**src/include/bps_pkg.sv**
```systemverilog
// Constants, types and carriers for the bus precharge sequencer.
// Assumes one 40 MHz control clock; times are held in milliseconds.
// Function
// - Inhibit running until charging completes
// - Charging mode whenever completion flag is zero
// - Input select code 30 picks permit source
// - Software permit 0 holds, 1 grants
// - Undervoltage flag blocks completion, status bit 15
// - Stability from bus versus filtered bus
// - No charging restart while modulation active
// - Permit withdrawal ignored until modulation stops
// - Staging delay, restarts when any condition drops
// - Staging delay below 200 ms becomes 200
// - Staging delay limited to timeout minus 1 s
// - Timeout period settable, default 30 s
// - Timeout timer starts only with user permit
// - Timeout never alters the charging sequence; the code waives the stability condition once it expires
// - Expired timeout overrides instability only
// - Response 0: no fault, skip stability
// - Response 1: alarm bit 30, no fault
// - Response 2 default: fault, disable modulation
// - Expose active, permit and completion flags
// - Simulation mode ignores charging conditions
// - Coast power loss restarts charging cycle
package bps_pkg;
  localparam int unsigned CLK_HZ = 40_000_000;
  localparam int unsigned TIME_MS = 1000;
  localparam int unsigned CYCLES_PER_MS = CLK_HZ / TIME_MS;
  localparam int unsigned MIN_STAGE_MS = 200;
  localparam int unsigned STAGE_MARGIN_MS = 1000;
  localparam int unsigned TIMEOUT_DEFAULT_MS = 30_000;
  localparam logic [7:0] PERMIT_INPUT_CODE = 8'h1E;
  localparam int unsigned DIN_COUNT = 6;
  localparam int unsigned COMPLETE_BIT = 11;
  localparam int unsigned UNDERVOLT_BIT = 15;
  localparam int unsigned ACTIVE_BIT = 0;
  localparam int unsigned CHARGE_ALARM_BIT = 30;
  localparam logic [1:0] RESP_IGNORE = 2'h0;
  localparam logic [1:0] RESP_ALARM = 2'h1;
  localparam logic [1:0] RESP_FAULT = 2'h2;
  localparam logic [15:0] TIMEOUT_RESET = 16'h7530;
  localparam logic [15:0] STAGE_RESET = 16'h0000;
  localparam int unsigned FILT_SHIFT = 6;
  localparam logic [15:0] STABLE_WINDOW = 16'h0008;
  localparam int unsigned SQRT2_Q14 = 23170;

  typedef enum logic [1:0] {ST_CHARGE, ST_STAGE, ST_DONE} bps_state_type;

  typedef struct packed {
    logic [15:0] bus_voltage_reading;
    logic [15:0] rated_volts;
    logic [7:0] undervolt_pct;
  } bps_bus_type;

  typedef struct packed {
    logic software_charge_permit;
    logic [1:0] charge_timeout_response;
    logic [15:0] charge_timeout_period;
    logic [15:0] stage_delay_setting;
    logic sim_mode;
    logic coast_mode;
  } bps_cfg_type;
endpackage

```
**src/hdl/bps_ms_timer.sv**
```systemverilog
// Millisecond counter that runs while enabled and clears otherwise.
// Assumes a one-cycle ms tick from the parent divider.
`timescale 1ns/1ps
module bps_ms_timer #(
  parameter int unsigned W = 16
) (
  // Clock and reset
  input wire logic clk,
  input wire logic reset,
  // Control
  input wire logic run,
  input wire logic ms_tick,
  input wire logic [W-1:0] limit,
  // Result
  output logic expired
);
  typedef struct packed {
    logic [W-1:0] count;
    logic expired;
  } bps_tmr_type;

  bps_tmr_type s_reg;
  bps_tmr_type s_next;

  always_comb begin
    s_next = s_reg;
    if (!run) begin
      s_next.count = '0;
      s_next.expired = 1'b0;
    end else if (s_reg.count >= limit) begin
      s_next.expired = 1'b1;
    end else if (ms_tick) begin
      s_next.count = s_reg.count + 1'b1;
    end
  end

  always_ff @(posedge clk or posedge reset) begin
    if (reset) begin
      s_reg <= '0;
    end else begin
      s_reg <= s_next;
    end
  end

  assign expired = s_reg.expired;
endmodule

```
**src/hdl/bps_sequencer.sv**
```systemverilog
// Precharge sequencer: qualifies permit, voltage, stability and
// modulation, runs staging and timeout timers, drives bypass and flags.
// Assumes settings are quasi-static from the control clock domain; the
// hardware permit inputs are asynchronous pins.
`timescale 1ns/1ps
module bps_sequencer #(
  parameter int unsigned CYCLES_PER_MS = bps_pkg::CYCLES_PER_MS
) (
  // Clock and reset
  input wire logic clk,
  input wire logic reset,
  // Settings and measurement
  input wire bps_pkg::bps_cfg_type cfg,
  input wire bps_pkg::bps_bus_type bus,
  input wire logic [8*bps_pkg::DIN_COUNT-1:0] din_select,
  input wire logic [bps_pkg::DIN_COUNT-1:0] din_pin,
  // Drive state
  input wire logic [31:0] logic_status,
  input wire logic power_loss,
  // Outputs
  output logic bypass_command,
  output logic run_permit,
  output logic charge_complete_flag,
  output logic bus_undervoltage_flag,
  output logic charging_mode,
  output logic user_permit,
  output logic drive_active,
  output logic charge_timeout_alarm,
  output logic charge_timeout_fault,
  output logic modulation_disable,
  output logic [15:0] motor_control_status,
  output logic [31:0] alarm_status_1
);
  typedef struct packed {
    bps_pkg::bps_state_type state;
    logic [$clog2(CYCLES_PER_MS)-1:0] div;
    logic ms_tick;
    logic [bps_pkg::DIN_COUNT-1:0] sync1;
    logic [bps_pkg::DIN_COUNT-1:0] sync2;
    logic [15+bps_pkg::FILT_SHIFT:0] filt;
    logic undervolt;
    logic stable;
    logic permit_latched;
    logic complete;
    logic bypass;
    logic alarm;
    logic fault;
    logic powerloss_d;
  } bps_seq_type;

  bps_seq_type s_reg;
  bps_seq_type s_next;

  // Any input whose selector holds the permit code
  function automatic logic hw_select(input logic [8*bps_pkg::DIN_COUNT-1:0] sel);
    logic hit;
    hit = 1'b0;
    for (int i = 0; i < bps_pkg::DIN_COUNT; i++) begin
      if (sel[8*i +: 8] == bps_pkg::PERMIT_INPUT_CODE) begin
        hit = 1'b1;
      end
    end
    return hit;
  endfunction

  logic hw_mode;
  logic hw_permit;
  logic permit_now;
  logic active;
  logic [39:0] uv_product;
  logic [15:0] uv_level;
  logic [15:0] diff;
  logic [15:0] stage_limit;
  logic [15:0] stage_max;
  logic [15:0] stage_ms;
  logic stab_ok;
  logic four_ok;
  logic stage_expired;
  logic tmo_expired;
  logic restart_seq;

  assign active = logic_status[bps_pkg::ACTIVE_BIT];
  assign hw_mode = hw_select(din_select);
  assign hw_permit = |(s_reg.sync2 & {bps_pkg::DIN_COUNT{hw_mode}} & selected_mask(din_select));
  assign permit_now = hw_mode ? hw_permit : cfg.software_charge_permit;

  function automatic logic [bps_pkg::DIN_COUNT-1:0] selected_mask(
      input logic [8*bps_pkg::DIN_COUNT-1:0] sel);
    logic [bps_pkg::DIN_COUNT-1:0] m;
    m = '0;
    for (int i = 0; i < bps_pkg::DIN_COUNT; i++) begin
      m[i] = (sel[8*i +: 8] == bps_pkg::PERMIT_INPUT_CODE);
    end
    return m;
  endfunction

  // Percent times rated volts times root two, in Q14 fixed point
  assign uv_product = 40'(bus.rated_volts) * 40'(bus.undervolt_pct) *
                      40'(bps_pkg::SQRT2_Q14);
  assign uv_level = 16'(uv_product / 40'(100 * 16384));

  logic [15:0] filt_v;
  assign filt_v = 16'(s_reg.filt >> bps_pkg::FILT_SHIFT);

  assign diff = (bus.bus_voltage_reading > filt_v) ?
                (bus.bus_voltage_reading - filt_v) :
                (filt_v - bus.bus_voltage_reading);

  // Clamp to timeout minus one second, then floor at the minimum
  assign stage_max = (cfg.charge_timeout_period > 16'(bps_pkg::STAGE_MARGIN_MS)) ?
                     16'(cfg.charge_timeout_period - 16'(bps_pkg::STAGE_MARGIN_MS)) : '0;
  assign stage_limit = (cfg.stage_delay_setting > stage_max) ? stage_max :
                       cfg.stage_delay_setting;
  assign stage_ms = (stage_limit < 16'(bps_pkg::MIN_STAGE_MS)) ?
                    16'(bps_pkg::MIN_STAGE_MS) : stage_limit;

  // Stability is waived after timeout under any response, ignore included
  assign stab_ok = s_reg.stable || tmo_expired ||
                   (cfg.charge_timeout_response == bps_pkg::RESP_IGNORE && tmo_expired);
  assign four_ok = permit_now && !s_reg.undervolt && stab_ok && !active;

  // Restart on permit or voltage loss only while stopped; coast power loss restarts a running drive too
  assign restart_seq = (s_reg.state == bps_pkg::ST_DONE) &&
                       ((!active && (!permit_now || s_reg.undervolt)) ||
                        (cfg.coast_mode && power_loss && !s_reg.powerloss_d));

  bps_ms_timer #(.W(16)) stage_timer (
    .clk(clk),
    .reset(reset),
    .run(s_reg.state == bps_pkg::ST_STAGE && four_ok),
    .ms_tick(s_reg.ms_tick),
    .limit(stage_ms),
    .expired(stage_expired)
  );

  bps_ms_timer #(.W(16)) timeout_timer (
    .clk(clk),
    .reset(reset),
    .run(s_reg.permit_latched && !s_reg.complete),
    .ms_tick(s_reg.ms_tick),
    .limit(cfg.charge_timeout_period),
    .expired(tmo_expired)
  );

  always_comb begin
    s_next = s_reg;
    s_next.ms_tick = 1'b0;
    if (s_reg.div == ($bits(s_reg.div))'(CYCLES_PER_MS - 1)) begin
      s_next.div = '0;
      s_next.ms_tick = 1'b1;
    end else begin
      s_next.div = s_reg.div + 1'b1;
    end
    s_next.sync1 = din_pin;
    s_next.sync2 = s_reg.sync1;
    s_next.powerloss_d = power_loss;
    // Fraction bits let the filter settle on the bus value itself, not short of it
    s_next.filt = ($bits(s_reg.filt))'(s_reg.filt + bus.bus_voltage_reading
                  - (s_reg.filt >> bps_pkg::FILT_SHIFT));
    s_next.stable = (diff <= bps_pkg::STABLE_WINDOW);
    s_next.undervolt = (bus.bus_voltage_reading < uv_level);
    if (permit_now) begin
      s_next.permit_latched = 1'b1;
    end
    unique case (s_reg.state)
      bps_pkg::ST_CHARGE: begin
        if (four_ok) begin
          s_next.state = bps_pkg::ST_STAGE;
        end
      end
      bps_pkg::ST_STAGE: begin
        if (stage_expired && four_ok) begin
          s_next.state = bps_pkg::ST_DONE;
          s_next.bypass = 1'b1;
          s_next.complete = 1'b1;
        end
      end
      bps_pkg::ST_DONE: begin
        if (restart_seq) begin
          s_next.state = bps_pkg::ST_CHARGE;
          s_next.bypass = 1'b0;
          s_next.complete = 1'b0;
          s_next.permit_latched = permit_now;
        end
      end
    endcase
    // Timeout only reports here; the sequence above sees it only as a stability waiver
    if (tmo_expired && cfg.charge_timeout_response == bps_pkg::RESP_ALARM) begin
      s_next.alarm = 1'b1;
    end
    if (tmo_expired && cfg.charge_timeout_response == bps_pkg::RESP_FAULT) begin
      s_next.fault = 1'b1;
    end
  end

  always_ff @(posedge clk or posedge reset) begin
    if (reset) begin
      s_reg <= '0;
      s_reg.state <= bps_pkg::ST_CHARGE;
    end else begin
      s_reg <= s_next;
    end
  end

  assign bypass_command = s_reg.bypass;
  assign charge_complete_flag = s_reg.complete;
  assign charging_mode = !s_reg.complete;
  assign run_permit = (s_reg.complete || cfg.sim_mode) && !s_reg.fault;
  assign bus_undervoltage_flag = s_reg.undervolt;
  assign user_permit = permit_now;
  assign drive_active = active;
  assign charge_timeout_alarm = s_reg.alarm;
  assign charge_timeout_fault = s_reg.fault;
  assign modulation_disable = s_reg.fault || (cfg.coast_mode && power_loss);

  always_comb begin
    motor_control_status = '0;
    motor_control_status[bps_pkg::COMPLETE_BIT] = s_reg.complete;
    motor_control_status[bps_pkg::UNDERVOLT_BIT] = s_reg.undervolt;
    alarm_status_1 = '0;
    alarm_status_1[bps_pkg::CHARGE_ALARM_BIT] = s_reg.alarm;
  end
endmodule

```
**config.mk**
```make
export PLATFORM = sky130hd
export DESIGN_NAME = bps_sequencer
export DESIGN_NICKNAME = d
export VERILOG_FILES = /design/src/include/bps_pkg.sv /design/src/hdl/bps_ms_timer.sv /design/src/hdl/bps_sequencer.sv
export SDC_FILE = /design/constraint.sdc
export NUM_CORES = 1
export LEC_CHECK = 0
export BUFFER_PORTS_ARGS = -buffer_cell sky130_fd_sc_hd__buf_2
export CORE_MARGIN = 3
export CORE_UTILIZATION = 60
export DETAILED_ROUTE_END_ITERATION = 6
export GPL_TIMING_DRIVEN = 1
export PLACE_DENSITY = 0.9
export SLEW_MARGIN = 20
export SYNTH_ARGS = -nofsm -noshare
export SYNTH_HDL_FRONTEND = slang
export SYNTH_SLANG_ARGS = --single-unit
```
**constraint.sdc**
```tcl
create_clock -name clk -period 14.4 [get_ports clk]
set_input_delay 2.88 -clock clk [delete_from_list [all_inputs] [get_ports clk]]
set_output_delay 2.88 -clock clk [all_outputs]
set_load 0.05 [all_outputs]
```
==> results.ini, run 1 <==
[outcome]
status = stopped before the end
stop_stage = 5_1_grt
error_line = [ERROR GRT-0232] Routing congestion too high. Check the congestion heatmap in the GUI.

[synthesis]
synth_area_leaders = ha_1 17%, fa_1 16%, dfrtp_1 11%
netlist_area_um2 = 21840
synth-compound-area-share_pct = 19.15
ys_seq_area_share_pct = 10.77
synth-seq-cells = 94
synth-adder-area-share_pct = 33.39
syn_inst = 2609
yosysTopAreaCell = ha_1
synth_top_family_by_area = adder cells
synth_top_area_share_pct = 17.36
synthSimpleGateAreaFrac_pct = 17.02
async_reset_ff_share_pct = 100.0
synth_edf_count = 0
synth_mux_area_share_pct = 1.552
avgSynthCellArea_um2 = 8.372
synth_cell_types = 132
synth_xor_area_share_pct = 6.919
synth_ff_type = dfrtp_1
synth_warnings = 0

[global_routing]
grtUsageTotal_pct = 67.38
grt_start_max_net_pins = 67
grt_overflow_total = 16

[place]
dp_cells = 3621
dpl.hpwl_um = 56150
gp_congestion = 1.046
place.port_buffers = 147

[clock_network]
cts_hold_buf = 0
cts_buffer_depth = 2
clock_sinks = 94
numCtsBuffers = 9
cts_root_buf = clkbuf_16
cts_htree_levels = 3

[die]
initial_core_util_pct = 61.11
die-width_um = 196.8
ios = 224
die_h_um = 196.8
fp-row-count = 69

[timing]
worst-ep-kind = register input
postGrtWorstEndpoint = bus_undervoltage_flag$_DFF_PP0_/D

## metrics by stage
step	hold slack [ps]	area [um2]	utilization [%]	worst slack [ps]
CTS	356.3	28250	79.03	-7961
global placement	334.5	26400	73.85	-8246
floorplan	331.2	22410	-	-8121
detailed placement	340.3	26400	73.85	-9645
## cell families after synthesis
logic type	Yosys count
compound gates	585
xor+xnor	167
fa+ha+maj	480
buf+inv	545
flops	94
mux	29
other cells	1
simple gates	708
## cell usage after synthesis, types with 17 or more instances
cell type / count
a211oi_1: 20
a21o_1: 40
a21oi_1: 150
a31oi_1: 19
and2_1: 102
and3_1: 17
buf_4: 55
clkbuf_1: 24
dfrtp_1: 94
fa_1: 173
ha_1: 303
inv_1: 432
mux2i_1: 17
nand2_1: 148
nand2b_1: 35
nand3_1: 46
nand4_1: 33
nor2_1: 149
nor2b_1: 20
nor3_1: 49
o21a_1: 21
o21ai_0: 93
o21bai_1: 38
xnor2_1: 97
xor2_1: 65
## per-layer routing
metal	overflow	track usage, %
met4	6	66.68
met5	0	31.36
met3	1	55.26
met2	9	83.96
met1	0	64.58
## repair_timing
item	CTS
endpoints found under the setup margin	1
setup buffers	72
pin swaps	183
resized for setup	184
==> run 2, diff against run 1 <==
--- a/config.mk
+++ b/config.mk
@@ -7,10 +7,10 @@
 export LEC_CHECK = 0
 export BUFFER_PORTS_ARGS = -buffer_cell sky130_fd_sc_hd__buf_2
 export CORE_MARGIN = 3
-export CORE_UTILIZATION = 60
+export CORE_UTILIZATION = 40
 export DETAILED_ROUTE_END_ITERATION = 6
 export GPL_TIMING_DRIVEN = 1
-export PLACE_DENSITY = 0.9
+export PLACE_DENSITY_LB_ADDON = 0.15
 export SLEW_MARGIN = 20
 export SYNTH_ARGS = -nofsm -noshare
 export SYNTH_HDL_FRONTEND = slang
==> run 2 against run 1 <==
Effect of this change:
- the flow now finishes, with violations (negative setup slack)
- area after synthesis is the same
- synthesized cell count unchanged
==> results.ini, run 2 <==
[setup_path]
end_kind = flop
criticalPathCategory = input pin to flop
max_stage_delay_ps = 540
cp_slowest_cell = fa_1
cp_common_cell = a21oi_2
path_max_fanout = 10
cp_data_arrival_time_ps = 22570
cp-start-kind = input pin
worst_ep_required_time_ps = 14670

[clock_network]
cts_root_buf = clkbuf_16
numCtsBuffers = 9  ; unchanged
cts_hold_buf = 0  ; unchanged
clk_latency_ps = 360
clk_pin_slew_ps = 70
cts_htree_levels = 3  ; unchanged
cts_tree = done
cts_buffer_depth = 2  ; unchanged
clock_sinks = 94  ; unchanged

[final_layout]
nets = 3902
antenna_cells = 0
final_common_cell = buf_4
largest_register_ffs = 34
mostFrequentLayoutCells = 554 x buf_4, 421 x inv_1, 268 x ha_1, 170 x fa_1, 146 x nor2_1
drive_gt1_share_pct = 31.00
fillers = 5016
syn_to_final_growth_pct = 31.49
stdcell_count = 3961

[synthesis]
synth_area_leaders = ha_1 17%, fa_1 16%, dfrtp_1 11%
syn_inst = 2609  ; unchanged
async_reset_ff_share_pct = 100.0  ; unchanged
avgSynthCellArea_um2 = 8.372  ; unchanged
ys_seq_area_share_pct = 10.77  ; unchanged
synth_cell_types = 132  ; unchanged
yosysTopAreaCell = ha_1
synth_common_cells = 432 x inv_1, 303 x ha_1, 173 x fa_1, 150 x a21oi_1, 149 x nor2_1
synth.most_common_cell = inv_1
synth_top_area_share_pct = 17.36  ; unchanged
netlist_area_um2 = 21840  ; unchanged
synth_ff_type = dfrtp_1
synth_edf_count = 0  ; unchanged
synth-seq-cells = 94  ; unchanged
synth_warnings = 0  ; unchanged

[hold_path]
hold_path.class = flop to flop

[die]
die_area_um2 = 57450
fp-row-count = 85  ; +23%
core-area_um2 = 53920
die_h_um = 239.7  ; +22%
ios = 224  ; unchanged
initial_core_util_pct = 40.51  ; -21 points
die-width_um = 239.7  ; +22%

[global_routing]
antenna_found_initial = 0
grt_pass1_wl_um = 97060
grt_pass1_vias = 20590
grt_overflow_total = 0
grtUsageTotal_pct = 19.99
grt_start_max_net_pins = 56

[timing]
tightest_slew_ps = 979.2
period_share_pct = 154.8
rsz0062_at_grt = yes
fmax_ghz = 0.04485
slew_viol_final = 0
fin_crit_ps = 22300
slew_headroom_pct = 34.72
holdWs_ps = 349.1
finalHoldViolations = 0
timing.setup.tns_ps = -7897
fin_skew_ps = 6.105
fin_ws_ps = -7897
setup_viol = 1

[outcome]
status = complete, but fails checks
violations = negative setup slack

[detailed_routing]
wl_um = 57460
drtAntennaViolNets = 0
avgRoutedWirePerCell_um = 14.51
drt_iter0_drc = 811
first_pass_iters = 5
num_vias = 20230
drc = 0
vias_per_cell = 5.107

[place]
place.port_buffers = 147  ; unchanged
pre_cts_ws_ps = -8921  ; +723.7 ps
dp_cells = 3888  ; +7.4%
dpl.hpwl_um = 48790  ; -13%
gp_congestion = 0.9144  ; -13%

[job]
max-cap-violations = 0

==> run 2: critical path: cells and delay by family <==
family / cells / cell delay, ps
AO/OA/AOI/OAI: 47 / 8440
buffers and inverters: 15 / 1600
AND/OR/NAND/NOR: 15 / 3360
adder cells (fa/ha/maj): 13 / 4800
XOR/XNOR: 5 / 870
multiplexers: 3 / 590
==> run 2: final timing paths <==
check	slack (ps)	startpoint	cells past startpoint	to
worst min-delay path	350	s_next[32]	0	s_reg[32]
max in group asynchronous	10730	reset	3	timeout_timer.s_reg[14]
worst max register to register	8140	filt_v[1]	29	s_reg[6]
min in group asynchronous	2550	reset	2	s_reg[5]
worst min register to register	350	s_next[32]	0	s_reg[32]
worst max-delay path	-7900	bus[11]	98	bus_undervoltage_flag
==> run 2: through the flow <==
step | utilization (%) | instance area, um2
after floorplan | - | 22410
after global placement | 49.92 | 26920
after detailed placement | 49.92 | 26920
after CTS | 52.97 | 28560
after global routing | 53.27 | 28720
final | 53.27 | 28720
==> run 2: timing repair <==
action / in CTS / in global routing
resized for setup: 156 / 27
pin swaps: 150 / 30
setup buffers: 51 / 6
endpoints found under the setup margin: 1 / 1
==> run 2: per-layer routing <==
metal	vias up	track usage, %	part of all wire (%)
met5	-	0	0
met4	0	3.940	1.5
met3	61	1.105	2.6
met2	311	36.11	50
met1	9767	26.53	46
li1	10090	-	-
==> run 2: logic make-up (layout without fill, tap and decap cells) <==
kind of cell | Yosys count | count (layout) | share of synthesized area, %
simple gates | 708 | 708 | 17.02
compound gates | 585 | 585 | 19.15
buf+inv | 545 | 1157 | 11.18
fa+ha+maj | 480 | 480 | 33.39
xor+xnor | 167 | 167 | 6.919
flops | 94 | 94 | 10.77
mux | 29 | 29 | 1.552
other cells | 1 | 45 | 0.01717
==> run 2: cell type report <==
type / count / area, um2 / area share [%]
Timing Repair Buffer: 706 / 5035 / 17.53
Clock inverter: 5 / 63.81 / 0.2222
Clock buffer: 11 / 252.7 / 0.8799
Tap cell: 696 / 870.8 / 3.032
Multi-Input combinational cell: 2014 / 18510 / 64.45
Inverter: 435 / 1638 / 5.702
Sequential cell: 94 / 2352 / 8.190
Power of run 2 is left out: the tool's default activity adds up to more than one toggle a clock period on the data nets, which glitch-free logic cannot reach.
